`src/sarseq_pkg.sv`:
```
// Purpose: Shared constants and types for the successive-approximation converter sequencer.
// Assumes: One state time is a fixed number of 125 MHz clock cycles.
// Notes: All timing counts derive from the times named here.
package sarseq_pkg;
   // ***********************************
   // Timing
   // ***********************************
   localparam int CLK_PERIOD_NS = 8;
   localparam int STATE_TIME_NS = 250;
   localparam int CONV_TIME_NS = 22000;
   localparam int STATE_CYC = STATE_TIME_NS / CLK_PERIOD_NS;
   localparam int CONV_STATES = 88;
   localparam int CONV_CYC = CONV_STATES * STATE_CYC;
   localparam int CONV_LIMIT_CYC = CONV_TIME_NS / CLK_PERIOD_NS;
   localparam int SW_START_STATES = 3;
   localparam int DELAY_STATES = 1;
   localparam int SAMPLE_STATES = 4;
   localparam int ZERO_STATES = 3;
   localparam int TRIAL_STATES = 8;
   localparam logic [4:0] TICK_LAST = 5'(STATE_CYC - 1);
   localparam logic [2:0] DELAY_LAST = 3'(DELAY_STATES - 1);
   localparam logic [2:0] SAMPLE_LAST = 3'(SAMPLE_STATES - 1);
   localparam logic [2:0] ZERO_LAST = 3'(ZERO_STATES - 1);
   localparam logic [2:0] TRIAL_LAST = 3'(TRIAL_STATES - 1);
   // ***********************************
   // Converter layout
   // ***********************************
   localparam int SAR_BITS = 10;
   localparam int CHANNELS = 8;
   localparam logic [3:0] HSO_START_CODE = 4'hF;
   localparam logic [9:0] SAR_RESET = 10'h000;
   localparam logic [9:0] SAR_FIRST = 10'h1FF;
   localparam logic [9:0] SAR_UNIT = 10'h001;
   localparam logic [3:0] MSB_INDEX = 4'h9;
   // ***********************************
   // Types
   // ***********************************
   typedef enum logic [2:0] {ST_IDLE, ST_DELAY, ST_SAMPLE, ST_ZERO, ST_TRIAL} sarseq_state_t;
   typedef struct packed {
      logic valid;
      logic [3:0] code;
   } sarseq_hso_t;
   typedef struct packed {
      logic busy;
      logic done;
      logic [9:0] result;
   } sarseq_status_t;
endpackage

```
`src/sarseq_sync2.sv`:
```
// Purpose: Two-stage synchroniser for one asynchronous level.
// Assumes: The input is a slow level such as the comparator decision.
// Notes: The first stage feeds only the second stage.
`timescale 1ns/10ps
`default_nettype none
module sarseq_sync2 (
   input wire logic clk,
   input wire logic rst_n,
   input wire logic asyncIn,
   output logic syncOut
);
   logic meta_q;
   always_ff @(posedge clk or negedge rst_n) begin
      if (!rst_n) begin
         meta_q <= 1'b0;
         syncOut <= 1'b0;
      end else begin
         meta_q <= asyncIn;
         syncOut <= meta_q;
      end
   end
endmodule
`default_nettype wire

```
`src/sarseq_core.sv`:
```
// Purpose: Start control, sample timing and binary search of a ten-bit converter.
// Assumes: The comparator output is high when the held input is above the test level.
// Notes: A software start is ignored while a conversion runs; an HSO start command stays pending until a timer increment arrives while idle.
`timescale 1ns/10ps
`default_nettype none
module sarseq_core
   import sarseq_pkg::*;
(
   input wire logic clk,
   input wire logic rst_n,
   input wire sarseq_pkg::sarseq_hso_t hsoCmd,
   input wire logic timerInc,
   input wire logic swGo,
   input wire logic [2:0] channelSel,
   input wire logic compAbove,
   output logic [2:0] muxSel,
   output logic sampleOn,
   output logic autoZero,
   output logic [9:0] testLevel,
   output sarseq_pkg::sarseq_status_t status
);
   import sarseq_pkg::*;
   // ***********************************
   // State and wires
   // ***********************************
   sarseq_state_t st_q, st_d;
   logic [4:0] tick_q, tick_d;
   logic [2:0] ph_q, ph_d;
   logic [3:0] bit_q, bit_d;
   logic [9:0] sar_q, sar_d;
   logic [9:0] result_q, result_d;
   logic hsoPend_q, hsoPend_d;
   logic done_q, done_d;
   logic busy_q, sample_q, zero_q;
   logic [2:0] mux_q;
   logic compSync;
   wire logic isIdle = (st_q == ST_IDLE);
   wire logic hsoHit = hsoCmd.valid && (hsoCmd.code == HSO_START_CODE);
   wire logic hsoTake = isIdle && hsoPend_q && timerInc;
   wire logic swTake = isIdle && swGo;
   wire logic startReq = hsoTake || swTake;
   wire logic stTick = (tick_q == TICK_LAST);
   wire logic [2:0] phLim = (st_q == ST_DELAY) ? DELAY_LAST :
                            (st_q == ST_SAMPLE) ? SAMPLE_LAST :
                            (st_q == ST_ZERO) ? ZERO_LAST : TRIAL_LAST;
   wire logic phEnd = !isIdle && stTick && (ph_q == phLim);
   wire logic lastTrial = (bit_q == 4'h0);
   wire logic trialEnd = (st_q == ST_TRIAL) && phEnd;
   wire logic [9:0] bitMask = SAR_UNIT << bit_q;
   wire logic [9:0] lowMask = bitMask >> 1;
   wire logic [9:0] sarTrial = (sar_q & ~bitMask & ~lowMask) | (compSync ? bitMask : SAR_RESET);

   sarseq_sync2 u_compSync (
      .clk(clk),
      .rst_n(rst_n),
      .asyncIn(compAbove),
      .syncOut(compSync)
   );

   // ***********************************
   // Sequence
   // ***********************************
   always_comb begin
      st_d = st_q;
      unique case (st_q)
         ST_IDLE: begin
            if (startReq) begin
               st_d = ST_DELAY;
            end
         end
         ST_DELAY: begin
            if (phEnd) begin
               st_d = ST_SAMPLE;
            end
         end
         ST_SAMPLE: begin
            if (phEnd) begin
               st_d = ST_ZERO;
            end
         end
         ST_ZERO: begin
            if (phEnd) begin
               st_d = ST_TRIAL;
            end
         end
         ST_TRIAL: begin
            if (phEnd && lastTrial) begin
               st_d = ST_IDLE;
            end
         end
      endcase
   end

   assign tick_d = (isIdle || stTick) ? 5'h00 : tick_q + 5'h01;
   assign ph_d = (isIdle || phEnd) ? 3'h0 : (stTick ? ph_q + 3'h1 : ph_q);
   assign bit_d = startReq ? MSB_INDEX : (trialEnd && !lastTrial ? bit_q - 4'h1 : bit_q);
   assign sar_d = startReq ? SAR_RESET :
                  ((st_q == ST_ZERO) && phEnd) ? SAR_FIRST :
                  trialEnd ? sarTrial : sar_q;
   assign result_d = (trialEnd && lastTrial) ? sarTrial : result_q;
   assign hsoPend_d = hsoHit || (hsoPend_q && !hsoTake);
   assign done_d = (trialEnd && lastTrial) || (done_q && !startReq);

   always_ff @(posedge clk or negedge rst_n) begin
      if (!rst_n) begin
         st_q <= ST_IDLE;
         tick_q <= 5'h00;
         ph_q <= 3'h0;
         bit_q <= MSB_INDEX;
         sar_q <= SAR_RESET;
         result_q <= SAR_RESET;
         hsoPend_q <= 1'b0;
         done_q <= 1'b0;
      end else begin
         st_q <= st_d;
         tick_q <= tick_d;
         ph_q <= ph_d;
         bit_q <= bit_d;
         sar_q <= sar_d;
         result_q <= result_d;
         hsoPend_q <= hsoPend_d;
         done_q <= done_d;
      end
   end

   always_ff @(posedge clk or negedge rst_n) begin
      if (!rst_n) begin
         busy_q <= 1'b0;
         sample_q <= 1'b0;
         zero_q <= 1'b0;
         mux_q <= 3'h0;
      end else begin
         busy_q <= (st_d != ST_IDLE);
         sample_q <= (st_d == ST_SAMPLE);
         zero_q <= (st_d == ST_ZERO);
         mux_q <= startReq ? channelSel : mux_q;
      end
   end

   assign muxSel = mux_q;
   assign sampleOn = sample_q;
   assign autoZero = zero_q;
   assign testLevel = sar_q;
   assign status = '{busy: busy_q, done: done_q, result: result_q};

   // ***********************************
   // Checks
   // ***********************************
   localparam int SW_LIM = SW_START_STATES * STATE_CYC;
   logic [11:0] sampCnt_q, busyCnt_q;
   always_ff @(posedge clk or negedge rst_n) begin
      if (!rst_n) begin
         sampCnt_q <= 12'h000;
         busyCnt_q <= 12'h000;
      end else begin
         sampCnt_q <= sample_q ? sampCnt_q + 12'h001 : 12'h000;
         busyCnt_q <= busy_q ? busyCnt_q + 12'h001 : 12'h000;
      end
   end

   a_start_any: assert property (@(posedge clk) disable iff (!rst_n)
      (isIdle && (swGo || (hsoPend_q && timerInc))) |=> (busy_q && !done_q))
      else $error("Start request not taken.");
   a_hso_wait: assert property (@(posedge clk) disable iff (!rst_n)
      (isIdle && !swGo && !timerInc) |=> !busy_q)
      else $error("Conversion began without timer increment.");
   a_sw_start: assert property (@(posedge clk) disable iff (!rst_n)
      (isIdle && swGo) |-> ##[1:SW_LIM] busy_q)
      else $error("Software start late.");
   a_delay_reset: assert property (@(posedge clk) disable iff (!rst_n)
      (st_q == ST_DELAY) |-> (sar_q == SAR_RESET && !sample_q))
      else $error("Register not reset during delay.");
   a_sample_len: assert property (@(posedge clk) disable iff (!rst_n)
      $fell(sample_q) |-> (sampCnt_q == 12'(SAMPLE_STATES * STATE_CYC) && zero_q))
      else $error("Sample window length wrong.");
   a_first_trial: assert property (@(posedge clk) disable iff (!rst_n)
      $fell(zero_q) |-> (sar_q == SAR_FIRST && st_q == ST_TRIAL))
      else $error("First trial code wrong.");
   a_trial_bit: assert property (@(posedge clk) disable iff (!rst_n)
      (trialEnd && !lastTrial) |=> (sar_q[bit_q] == 1'b0 && sar_q[bit_q + 4'h1] == $past(compSync)))
      else $error("Trial update wrong.");
   a_conv_total: assert property (@(posedge clk) disable iff (!rst_n)
      $rose(done_q) |-> (busyCnt_q == 12'(CONV_CYC) && busyCnt_q <= 12'(CONV_LIMIT_CYC)))
      else $error("Conversion length wrong.");
   a_mux_hold: assert property (@(posedge clk) disable iff (!rst_n)
      (busy_q && !isIdle) |=> $stable(mux_q))
      else $error("Channel changed during conversion.");
   a_done_result: assert property (@(posedge clk) disable iff (!rst_n)
      $rose(done_q) |-> (result_q == sar_q && !busy_q))
      else $error("Done without valid result.");

   c_hso_conv: cover property (@(posedge clk) disable iff (!rst_n) hsoTake ##[1:300] sample_q);
   c_sw_conv: cover property (@(posedge clk) disable iff (!rst_n) swTake ##1 busy_q);
   c_done: cover property (@(posedge clk) disable iff (!rst_n) $rose(done_q));
   c_full: cover property (@(posedge clk) disable iff (!rst_n) $rose(done_q) && result_q == 10'h3FF);
endmodule
`default_nettype wire

```
`config.mk`:
```
export PLATFORM = sky130hd
export DESIGN_NAME = sarseq_core
export DESIGN_NICKNAME = d
export VERILOG_FILES = /design/src/sarseq_pkg.sv /design/src/sarseq_sync2.sv /design/src/sarseq_core.sv
export SDC_FILE = /design/constraint.sdc
export NUM_CORES = 1
export LEC_CHECK = 0
export ABC_AREA = 1
export CAP_MARGIN = 10
export CORE_ASPECT_RATIO = 1.4
export CORE_MARGIN = 5
export CORE_UTILIZATION = 50
export DETAILED_ROUTE_END_ITERATION = 8
export DONT_BUFFER_PORTS = 1
export PLACE_DENSITY = 0.68
export SYNTH_ARGS = -nofsm -noshare
export SYNTH_HDL_FRONTEND = slang
export SYNTH_SLANG_ARGS = --single-unit
```
`constraint.sdc`:
```
create_clock -name clk -period 1.7 [get_ports clk]
set_input_delay 0.17 -clock clk [delete_from_list [all_inputs] [get_ports clk]]
set_output_delay 0.17 -clock clk [all_outputs]
set_load 0.03 [all_outputs]
```
==> flow_summary_export.csv, run 1 <==
group,metric,value,unit
clock_network,path_clk_slew,0.08,ns
sta,worst_pin_slew,0.380,ns
sta,setup_viol,0,
layout,final_cell_mix,"nand2_1, dfrtp_1, nor2_1, inv_1, nand3_1",
sta,finalHoldViolCount,0,
floorplanning,io_pins,40,
global_routing,grt_util_all_layers,17.2,%
layout,syn2layout_area_growth,20.1,%
critical_path,crit_family,"flip-flops",
critical_path,cp_data_required_time,1.89,ns
floorplanning,fp.dieH,91.1,um
clock_network,clock_sinks,45,
pwr,cellLeakagePower,1.44,nW
global_routing,grt_start_max_net_pins,46,
sta,timing.hold.ws,0.0230,ns
synthesis,yosysSeqAreaShare,48.0,%
critical_path,crit_path_end_kind,"flop",
critical_path,worstSetupPathType,"flop to flop",
drt,ant_nets,0,
clock_network,htree_levels,2,
sta,final.min_clock_period,1.66,ns
synthesis,synth-seq-cells,45,
critical_path,path_buf_inv,2,
layout,final_util,62.2,%
critical_path,cpMaxStageDelayCell,"dfstp_2",
clock_network,clock_path_buffers,2,
floorplanning,die_area,6190,sq um
floorplanning,rows,29,
global_routing,grt_pass1_wl,8270,um
job,drv_cap,0,
pwr,p_per_area,688,nW/um^2
pwr,vdd_drop_max,366,uV
critical_path,cp_max_fo,7,
critical_path,cp_cell_sequence,"inv_1 > nand2_1 > inv_1 > nand2_1 > nor2_1 > a31oi_2 > nor2_2 > nor2_1 > o21ai_1",
drt,vias,1852,
placement,finalWeightedCongestion,0.858,
clock_network,clk_latency,0.30,ns
drt,wl_per_cell,13.7,um
critical_path,critPathArrivalTime,1.86,ns
layout,antenna_cells,0,
synthesis,syn_area,2350,sq um
clock_network,cts_tree,"done",
clock_network,cts.root.buffer_cell,"clkbuf_8",
global_routing,antenna_found_initial,0,
layout,layout.nets,328,
synthesis,synthCells,277,
pwr,p_total,1.94,mW
global_routing,grt_pass1_vias,1821,
floorplanning,start_util,51.8,%
synthesis,yosysUniqueCellTypes,30,
placement,port-buffer-count,0,
floorplanning,design.core.area,4540,sq um
floorplanning,fp.dieW,68.0,um
sta,max_slew_margin,74.6,%
synthesis,ys_warn_count,0,
critical_path,max_stage_delay,0.56,ns
synthesis,avgSynthCellArea,8.49,sq um
global_routing,grt.overflow.total,0,
drt,drtIter0Drc,186,
drt,routed_wl,5070,um
sta,finalMaxSlewViolations,0,
synthesis,syn_nets,298,
placement,hpwl,3660,um
drt,drc,0,
critical_path,critPathLaunchType,"flop",
layout,final_common_cell,"nand2_1",
sta,layout_worst_path_cycle_share,97.7,%
hold_path,hp-class,"primary input to flop",
layout,drive_gt1_share,27.4,%
clock_network,cts_made_buffers,5,
sta,finalSetupTns,0,ns
status,outcome,"finished clean",
drt,drtPass1Iterations,4,
sta,grt_setup_unrepaired,"true",
sta,fin_skew,0.00781,ns
drt,vias_per_cell,5.02,
sta,fmax,602,MHz
## timing repair
| action | in CTS | in global routing |
|---|---|---|
| hold buffers | 6 | 0 |
| hold endpoints to repair | 49 | 0 |
| resized for setup | 2 | 28 |
| pin swaps | 0 | 6 |
| endpoints found under the setup margin | 11 | 31 |
| buffers inserted | 0 | 4 |
## registers in the layout, summed over array words and instances, names as in the netlist, 3 cells and up
name and flops:
result_q 10, st_q 3, testLevel 10, ph_q 3
muxSel 3, tick_q 5, bit_q 4
## path summary, 6_finish.rpt
| path | from | to | depth (start not counted) | slack [ns] |
|---|---|---|---|---|
| setup reg to reg | bit_q[3] | testLevel[3] | 9 | 0.04 |
| min in group asynchronous | rst_n | testLevel[8] | 2 | 0.39 |
| hold reg to reg | u_compSync.meta_q | u_compSync.syncOut | 0 | 0.37 |
| hold / removal | hsoCmd[3] | hsoPend_q | 2 | 0.02 |
| max in group asynchronous | rst_n | bit_q[3] | 2 | 1.04 |
| setup / recovery | bit_q[3] | testLevel[3] | 9 | 0.04 |
## cell usage after synthesis
master | count | share of area, %
nor2_2 | 2 | 0.53
nor2_1 | 37 | 5.9
inv_1 | 32 | 5.1
inv_2 | 8 | 1.3
buf_2 | 1 | 0.21
dfstp_2 | 2 | 2.2
nand3_4 | 2 | 1.5
o21ai_2 | 8 | 3.0
o21ai_0 | 13 | 2.8
nand3_1 | 23 | 4.9
xnor2_1 | 1 | 0.37
buf_6 | 1 | 0.48
nand4_2 | 1 | 0.53
a21oi_1 | 2 | 0.43
nor2_8 | 1 | 0.85
nand2_2 | 6 | 1.6
o211ai_1 | 1 | 0.32
buf_4 | 2 | 0.64
ha_1 | 8 | 4.3
a31oi_1 | 5 | 1.3
o21ai_1 | 12 | 2.6
nand2_4 | 2 | 0.96
nand2_1 | 51 | 8.1
dfrtp_1 | 43 | 46
nor3b_1 | 1 | 0.32
a22oi_1 | 1 | 0.32
nand4_1 | 2 | 0.53
nor2_4 | 3 | 1.4
xor2_1 | 3 | 1.1
nor3_1 | 3 | 0.64
## power by group
part	switching, mW	internal, mW	leakage (nW)
Clock	0.352	0.427	0.0540
Combinational	0.0383	0.0276	0.859
Sequential	0.0156	1.08	0.523
Total	0.406	1.54	1.44
## kinds of logic after synthesis
kind of cell | Yosys count | share of synthesized area [%]
xor gates and xnor gates | 4 | 1.49
adders and majority gates | 8 | 4.26
buffers and inverters | 44 | 7.72
AOI/OAI and AO/OA | 42 | 10.7
DFF | 45 | 48.0
and+or+nand+nor | 134 | 27.8
## metrics by stage
step,std cells,setup WS (ns),area [sq um]
floorplan,277,0.0711,2350
global placement,352,-0.0282,2520
detailed placement,352,-0.0809,2520
CTS,365,0.0158,2710
global route,369,-0.0816,2820
finish,369,0.0392,2820
## worst reg2reg max path, cell delays in order, from the launching register on
cell and delay (ns):
dfstp_2 0.56, inv_1 0.12, nand2_1 0.13, inv_1 0.06
nand2_1 0.13, nor2_1 0.09, a31oi_2 0.24, nor2_2 0.07
nor2_1 0.09, o21ai_1 0.06
## final cells by class
cell class	count	area, sq um
clock buffers	5	68.8
clock inverters	2	35.0
fillers	386	1710
inverters	40	160
multi-input cells	188	1120
flip-flops and latches	45	1130
well taps	62	77.6
repair buffers	27	235
## per-layer routing
| layer | share of wire [%] | track usage [%] | up-vias |
|---|---|---|---|
| met5 | 0 | 0 | - |
| met4 | 1.1 | 6.80 | 0 |
| met3 | 5.0 | 4.44 | 4 |
| met2 | 54 | 28.9 | 37 |
| met1 | 40 | 20.3 | 871 |
| li1 | - | - | 940 |
(Power assumes the default switching activity.)
==> run 2: changes to the inputs <==
--- a/config.mk
+++ b/config.mk
@@ -5,7 +5,6 @@
 export SDC_FILE = /design/constraint.sdc
 export NUM_CORES = 1
 export LEC_CHECK = 0
-export ABC_AREA = 1
 export CAP_MARGIN = 10
 export CORE_ASPECT_RATIO = 1.4
 export CORE_MARGIN = 5
==> run 2 against run 1 <==
The run now ends with setup timing left. Cell count decreased by 14%. Setup slack got worse by 0.12 ns. Total power decreased by 7.7%. Sequential cell count unchanged. Via count decreased by 6.6%. Largest cell class is now multi-input combinational cells. Synthesized cell count decreased by 20%. Critical path depth decreased by 4.
==> flow_summary_export.csv, run 2 <==
group,metric,value,unit
clock_network,cts_made_buffers,5,
layout,antenna_cells,0,
synthesis,avgSynthCellArea,10.5,sq um
synthesis,synth_compound_area_share,17.5,%
job,drv_cap,0,
floorplanning,fp.dieW,67.5,um
clock_network,cts.root.buffer_cell,"clkbuf_8",
critical_path,max_stage_delay,0.49,ns
clock_network,clk_latency,0.29,ns
placement,port-buffer-count,0,
clock_network,clock_sinks,45,
sta,max_slew_margin,73.3,%
synthesis,synthAdderAreaFrac,4.32,%
critical_path,crit_family,"compound AO/OA/AOI/OAI gates",
floorplanning,fp.dieH,90.5,um
critical_path,worstSetupPathType,"flop to flop",
pwr,share_comb_of_total_power,2.3,%
critical_path,critPathArrivalTime,1.95,ns
pwr,switching_power,369,uW
clock_network,cts_tree,"done",
drt,drtPass1Iterations,6,
clock_network,htree_levels,2,
drt,ant_nets,0,
layout,final_cell_mix,"dfrtp_1, buf_4, o21ai_0, nand2_1, nor2_1",
drt,drtIter0Drc,51,
pwr,sequentialPowerShare,60.3,%
hold_path,hp-class,"primary input to flop",
critical_path,cp_max_fo,5,
clock_network,clock_path_buffers,2,
synthesis,synth-async-reset-ratio,100,%
status,outcome,"finished, violations left",
layout,syn2layout_area_growth,25.0,%
synthesis,yosysSeqAreaShare,48.7,%
pwr,cellLeakagePower,1.27,nW
drt,drc,0,
pwr,vdd_drop_max,531,uV
global_routing,grt.overflow.total,0,
pwr,pwr-share-clk,37.4,%
clock_network,path_clk_slew,0.08,ns
global_routing,grt_pass1_wl,8340,um
drt,vias,1729,
layout,final_util,64.3,%
sta,fin_skew,0.00493,ns
floorplanning,design.core.area,4500,sq um
status,violations,"setup timing",
floorplanning,rows,29,
placement,placed_area,2660,sq um
sta,finalSetupTns,-0.221,ns
synthesis,synthCells,221,
sta,setup_viol,10,
synthesis,synth.area.mux_share,4.27,%
synthesis,synth_xor_xnor_area_share,3.40,%
layout,final_cells,319,
global_routing,grt_start_max_net_pins,46,
sta,layout_worst_path_cycle_share,105,%
synthesis,syn_area,2320,sq um
critical_path,critPathLaunchType,"flop",
drt,vias_per_cell,5.42,
sta,fmax,562,MHz
synthesis,yosysMostFrequentCell,"dfrtp_1",
sta,worst_pin_slew,0.401,ns
sta,timing.final.ws_setup,-0.0780,ns
synthesis,synth_top_area_cell,"dfrtp_1",
synthesis,ys_warn_count,0,
critical_path,path_buf_inv,0,
global_routing,grt_util_all_layers,17.6,%
synthesis,synth-seq-cells,45,
layout,layout.nets,277,
critical_path,cp_data_required_time,1.88,ns
layout,stdcell_area,2900,sq um
layout,final_common_cell,"dfrtp_1",
pwr,p_per_area,619,nW/um^2
pwr,p_int,1.42,mW
placement,placedCellCount,307,
floorplanning,io_pins,40,
drt,routed_wl,4950,um
sta,grt_setup_unrepaired,"true",
placement,hpwl,3450,um
synthesis,yosys-top-cells-area,"dfrtp_1, o21ai_0, ha_1",
placement,finalWeightedCongestion,0.879,
sta,finalMaxSlewViolations,0,
sta,final.min_clock_period,1.78,ns
synthesis,syn_nets,242,
layout,drive_gt1_share,31.9,%
floorplanning,start_util,51.5,%
critical_path,cpMaxStageDelayCell,"dfrtp_1",
global_routing,grt_pass1_vias,1765,
floorplanning,die_area,6110,sq um
synthesis,synth_top_family_by_area,"compound AO/OA/AOI/OAI gates",
synthesis,netlist_top_cells_count,"dfrtp_1, nand2_1, o21ai_0",
synthesis,yosysUniqueCellTypes,47,
synthesis,synth_edf_count,0,
synthesis,synth_top_area_share,46.5,%
synthesis,synthSimpleGateAreaFrac,17.3,%
sta,finalHoldViolCount,0,
pwr,swShare,20.6,%
synthesis,synthFlopType,"dfrtp_1",
drt,wl_per_cell,15.5,um
critical_path,cp_cell_sequence,"nand3b_4 > a211oi_4 > o21a_1 > a32oi_2 > or3_1",
global_routing,antenna_found_initial,0,
critical_path,crit_path_end_kind,"flop",
==> run 2: routing by layer <==
layer,global-route usage [%],share of wire [%],vias up
li1,-,-,857
met1,21.0,40,844
met2,30.5,55,22
met3,3.36,3.0,6
met4,6.09,1.5,0
met5,0,0,-
==> run 2: worst paths after layout <==
kind                              startpoint            endpoint  slack (ns)  depth (start not counted)
setup / recovery                     st_q[1]              busy_q       -0.08                          5
hold / removal                 channelSel[1]           muxSel[1]        0.02                          1
setup reg to reg                     st_q[1]              busy_q       -0.08                          5
hold reg to reg            u_compSync.meta_q  u_compSync.syncOut        0.36                          0
max in group asynchronous              rst_n            bit_q[3]        1.04                          2
min in group asynchronous              rst_n           tick_q[3]        0.38                          2
==> run 2: area by class of cell <==
type                    count  area [sq um]
fillers                   379          1600
multi-input cells         155          1180
flip-flops and latches     45          1130
repair buffers             44           395
clock buffers               8          90.1
well taps                  62          77.6
inverters                   5          21.3
==> run 2: logic make-up after synthesis <==
group | after synthesis
muxes | 9
adders and majority gates | 8
xor gates and xnor gates | 9
DFF | 45
and+or+nand+nor | 74
AOI/OAI and AO/OA | 55
buffers and inverters | 21
==> run 2: repair_timing <==
action / CTS / global route
hold buffers: 3 / 0
buffers inserted: 1 / 0
hold endpoints to repair: 46 / 0
setup endpoints to repair: 16 / 26
resized for setup: 8 / 16
pin swaps: 1 / 6
==> run 2: through the flow <==
stage	hold WS, ns	setup slack, ns	total power [mW]
final	0.0200	-0.0780	1.79
after global routing	0.00621	-0.175	1.87
after CTS	0.0133	-0.0543	1.82
after detailed placement	-0.124	-0.130	1.11
after global placement	-0.124	-0.101	1.11
after floorplan	-0.126	-0.0908	1.11
==> run 2: power groups by stage <==
stage	Combinational (mW)	Clock, mW	Sequential (mW)
final	0.0414	0.670	1.08
after global routing	0.0482	0.743	1.08
after global placement	0.0106	0	1.10
after detailed placement	0.0107	0	1.10
after CTS	0.0442	0.695	1.08
after floorplan	0.0108	0	1.10
==> run 3: changes to the inputs <==
--- a/config.mk
+++ b/config.mk
@@ -11,7 +11,7 @@
 export CORE_UTILIZATION = 50
 export DETAILED_ROUTE_END_ITERATION = 8
 export DONT_BUFFER_PORTS = 1
-export PLACE_DENSITY = 0.68
+export PLACE_DENSITY = 0.75
 export SYNTH_ARGS = -nofsm -noshare
 export SYNTH_HDL_FRONTEND = slang
 export SYNTH_SLANG_ARGS = --single-unit
==> run 3 against run 2 <==
The run still ends with setup timing left. Setup slack gained 0.022 ns. First-iteration DRC count grew 98%. Combinational power is 2% higher. Core utilization increased by 1.9 points. Global-route usage rose by 1.2 points. Critical path depth increased by 1. Register-to-register slack improved by 0.02 ns. Fmax up 1.2%. Sequential power barely moved. Cell count rose by 1.9%. Final area is 3.0% higher. Largest cell class unchanged.
==> flow_summary_export.csv, run 3 (same netlist as run 2, synthesis figures left out) <==
group,metric,value,unit
status,outcome,"finished, violations left",
status,violations,"setup timing",
sta,worst_pin_slew,0.381,ns
sta,final.min_clock_period,1.76,ns
sta,timing.final.ws_setup,-0.0563,ns
clock_network,cts_tree,"done",
pwr,cellLeakagePower,1.33,nW
clock_network,clock_path_buffers,2,
layout,antenna_cells,0,
layout,drive_gt1_share,35.0,%
hold_path,hold_depth,1,
drt,routed-wl-met2,2890,um
critical_path,rrSetupSlack,-0.06,ns
drt,drc,0,
pwr,p_per_area,612,nW/um^2
layout,final_common_cell,"dfrtp_1",
sta,finalSetupTns,-0.233,ns
drt,vias,1820,
floorplanning,fp.dieW,67.5,um
global_routing,antenna_found_initial,0,
critical_path,worstSetupPathType,"flop to flop",
critical_path,max_stage_delay,0.39,ns
global_routing,grt_pass1_wl,9030,um
drt,ant_nets,0,
critical_path,cp_data_required_time,1.88,ns
global_routing,grt_pass1_vias,1896,
critical_path,worstReg2RegEnd,"busy_q",
clock_network,cts.root.buffer_cell,"clkbuf_8",
sta,fin_skew,0.00651,ns
drt,drtPass1Iterations,4,
placement,port-buffer-count,0,
critical_path,critPathArrivalTime,1.94,ns
sta,finalMaxSlewViolations,0,
critical_path,r2r_cells,6,
critical_path,r2r-start,"ph_q[0]",
layout,final_cell_mix,"dfrtp_1, buf_4, nand2_1, nor2_1, o21ai_1",
sta,max_slew_margin,74.6,%
placement,finalWeightedCongestion,0.882,
pwr,vdd_drop_max,628,uV
floorplanning,start_util,51.5,%
critical_path,cp_cell_sequence,"nand2b_1 > a211oi_4 > buf_6 > o211ai_1 > mux2i_1 > or3_1",
sta,layout_worst_path_cycle_share,103,%
placement,placed_area,2630,sq um
global_routing,grt_util_all_layers,18.8,%
sta,grt_setup_unrepaired,"true",
pwr,p_total,1.83,mW
layout,layout.nets,283,
global_routing,grt_start_max_net_pins,46,
drt,route.met3.wl,337,um
floorplanning,io_pins,40,
placement,post-place-ws,-0.0977,ns
drt,wl_per_cell,16.9,um
floorplanning,fp.dieH,90.5,um
critical_path,cp_max_fo,4,
placement,hpwl,3730,um
floorplanning,design.core.area,4500,sq um
hold_path,hp-start,"channelSel[2]",
sta,finalHoldViolCount,0,
drt,drtIter0Drc,101,
clock_network,path_clk_slew,0.09,ns
drt,routed_wl,5500,um
layout,syn2layout_area_growth,28.7,%
global_routing,grt.overflow.total,0,
layout,final_cells,325,
hold_path,hp-class,"primary input to flop",
clock_network,cts_made_buffers,5,
critical_path,critPathLaunchType,"flop",
clock_network,clock_sinks,45,
layout,stdcell_area,2980,sq um
job,drv_cap,0,
placement,placedCellCount,303,
hold_path,hold_end,"muxSel[2]",
floorplanning,rows,29,
sta,setup_viol,12,
floorplanning,die_area,6110,sq um
clock_network,htree_levels,2,
clock_network,clk_latency,0.30,ns
drt,top_layer,"met4",
drt,vias_per_cell,5.60,
drt,wl_met1,2170,um
sta,fmax,569,MHz
critical_path,cpMaxStageDelayCell,"dfrtp_1",
critical_path,crit_path_end_kind,"flop",
==> run 3: worst max-delay path by stage <==
stage	endpoint	startpoint	slack, ns	cells after the start
after floorplan	busy_q	st_q[0]	-0.09	6
after global placement	busy_q	ph_q[0]	-0.08	5
after detailed placement	testLevel[4]	bit_q[1]	-0.1	7
after CTS	busy_q	st_q[0]	-0.07	6
after global routing	busy_q	tick_q[0]	-0.13	8
final	busy_q	ph_q[0]	-0.06	6
==> run 3: per-layer routing <==
metal / vias to the layer above / global-route usage, %
li1: 864 / -
met1: 903 / 22.2
met2: 45 / 32.7
met3: 8 / 5.23
met4: 0 / 4.91
met5: - / 0
==> run 3: metrics by stage <==
stage	hold WS (ns)	util (%)
after floorplan	-0.126	-
after global placement	-0.124	58.4
after detailed placement	-0.124	58.4
after CTS	0.0146	63.5
after global routing	0.0111	66.3
final	0.0208	66.3
==> run 3: worst max-delay path, delay by kind of cell, from the launching register on <==
family,cells,cell delay (ns)
flip-flops,1,0.39
multiplexers,1,0.16
AND/OR/NAND/NOR,2,0.54
buffers and inverters,1,0.16
AO/OA/AOI/OAI,2,0.39
==> run 3: where the power goes <==
group	switching (mW)	internal, mW
clock	0.372	0.330
sequential	0.00587	1.08
combinational	0.0268	0.0156
==> run 3: area by class of cell <==
cell class | instances | area (sq um)
Fill cell | 352 | 1520
Inverter | 5 | 18.8
Tap cell | 62 | 77.6
Sequential cell | 45 | 1130
Timing Repair Buffer | 50 | 472
Clock inverter | 2 | 13.8
Clock buffer | 6 | 82.6
Multi-Input combinational cell | 155 | 1190
==> run 3: repair_timing <==
action	in CTS	in global routing
cloned	0	2
hold buffers	3	0
pin swaps	5	3
resized for setup	17	21
endpoints found under the hold margin	46	0
setup buffers	5	4
setup endpoints to repair	17	27
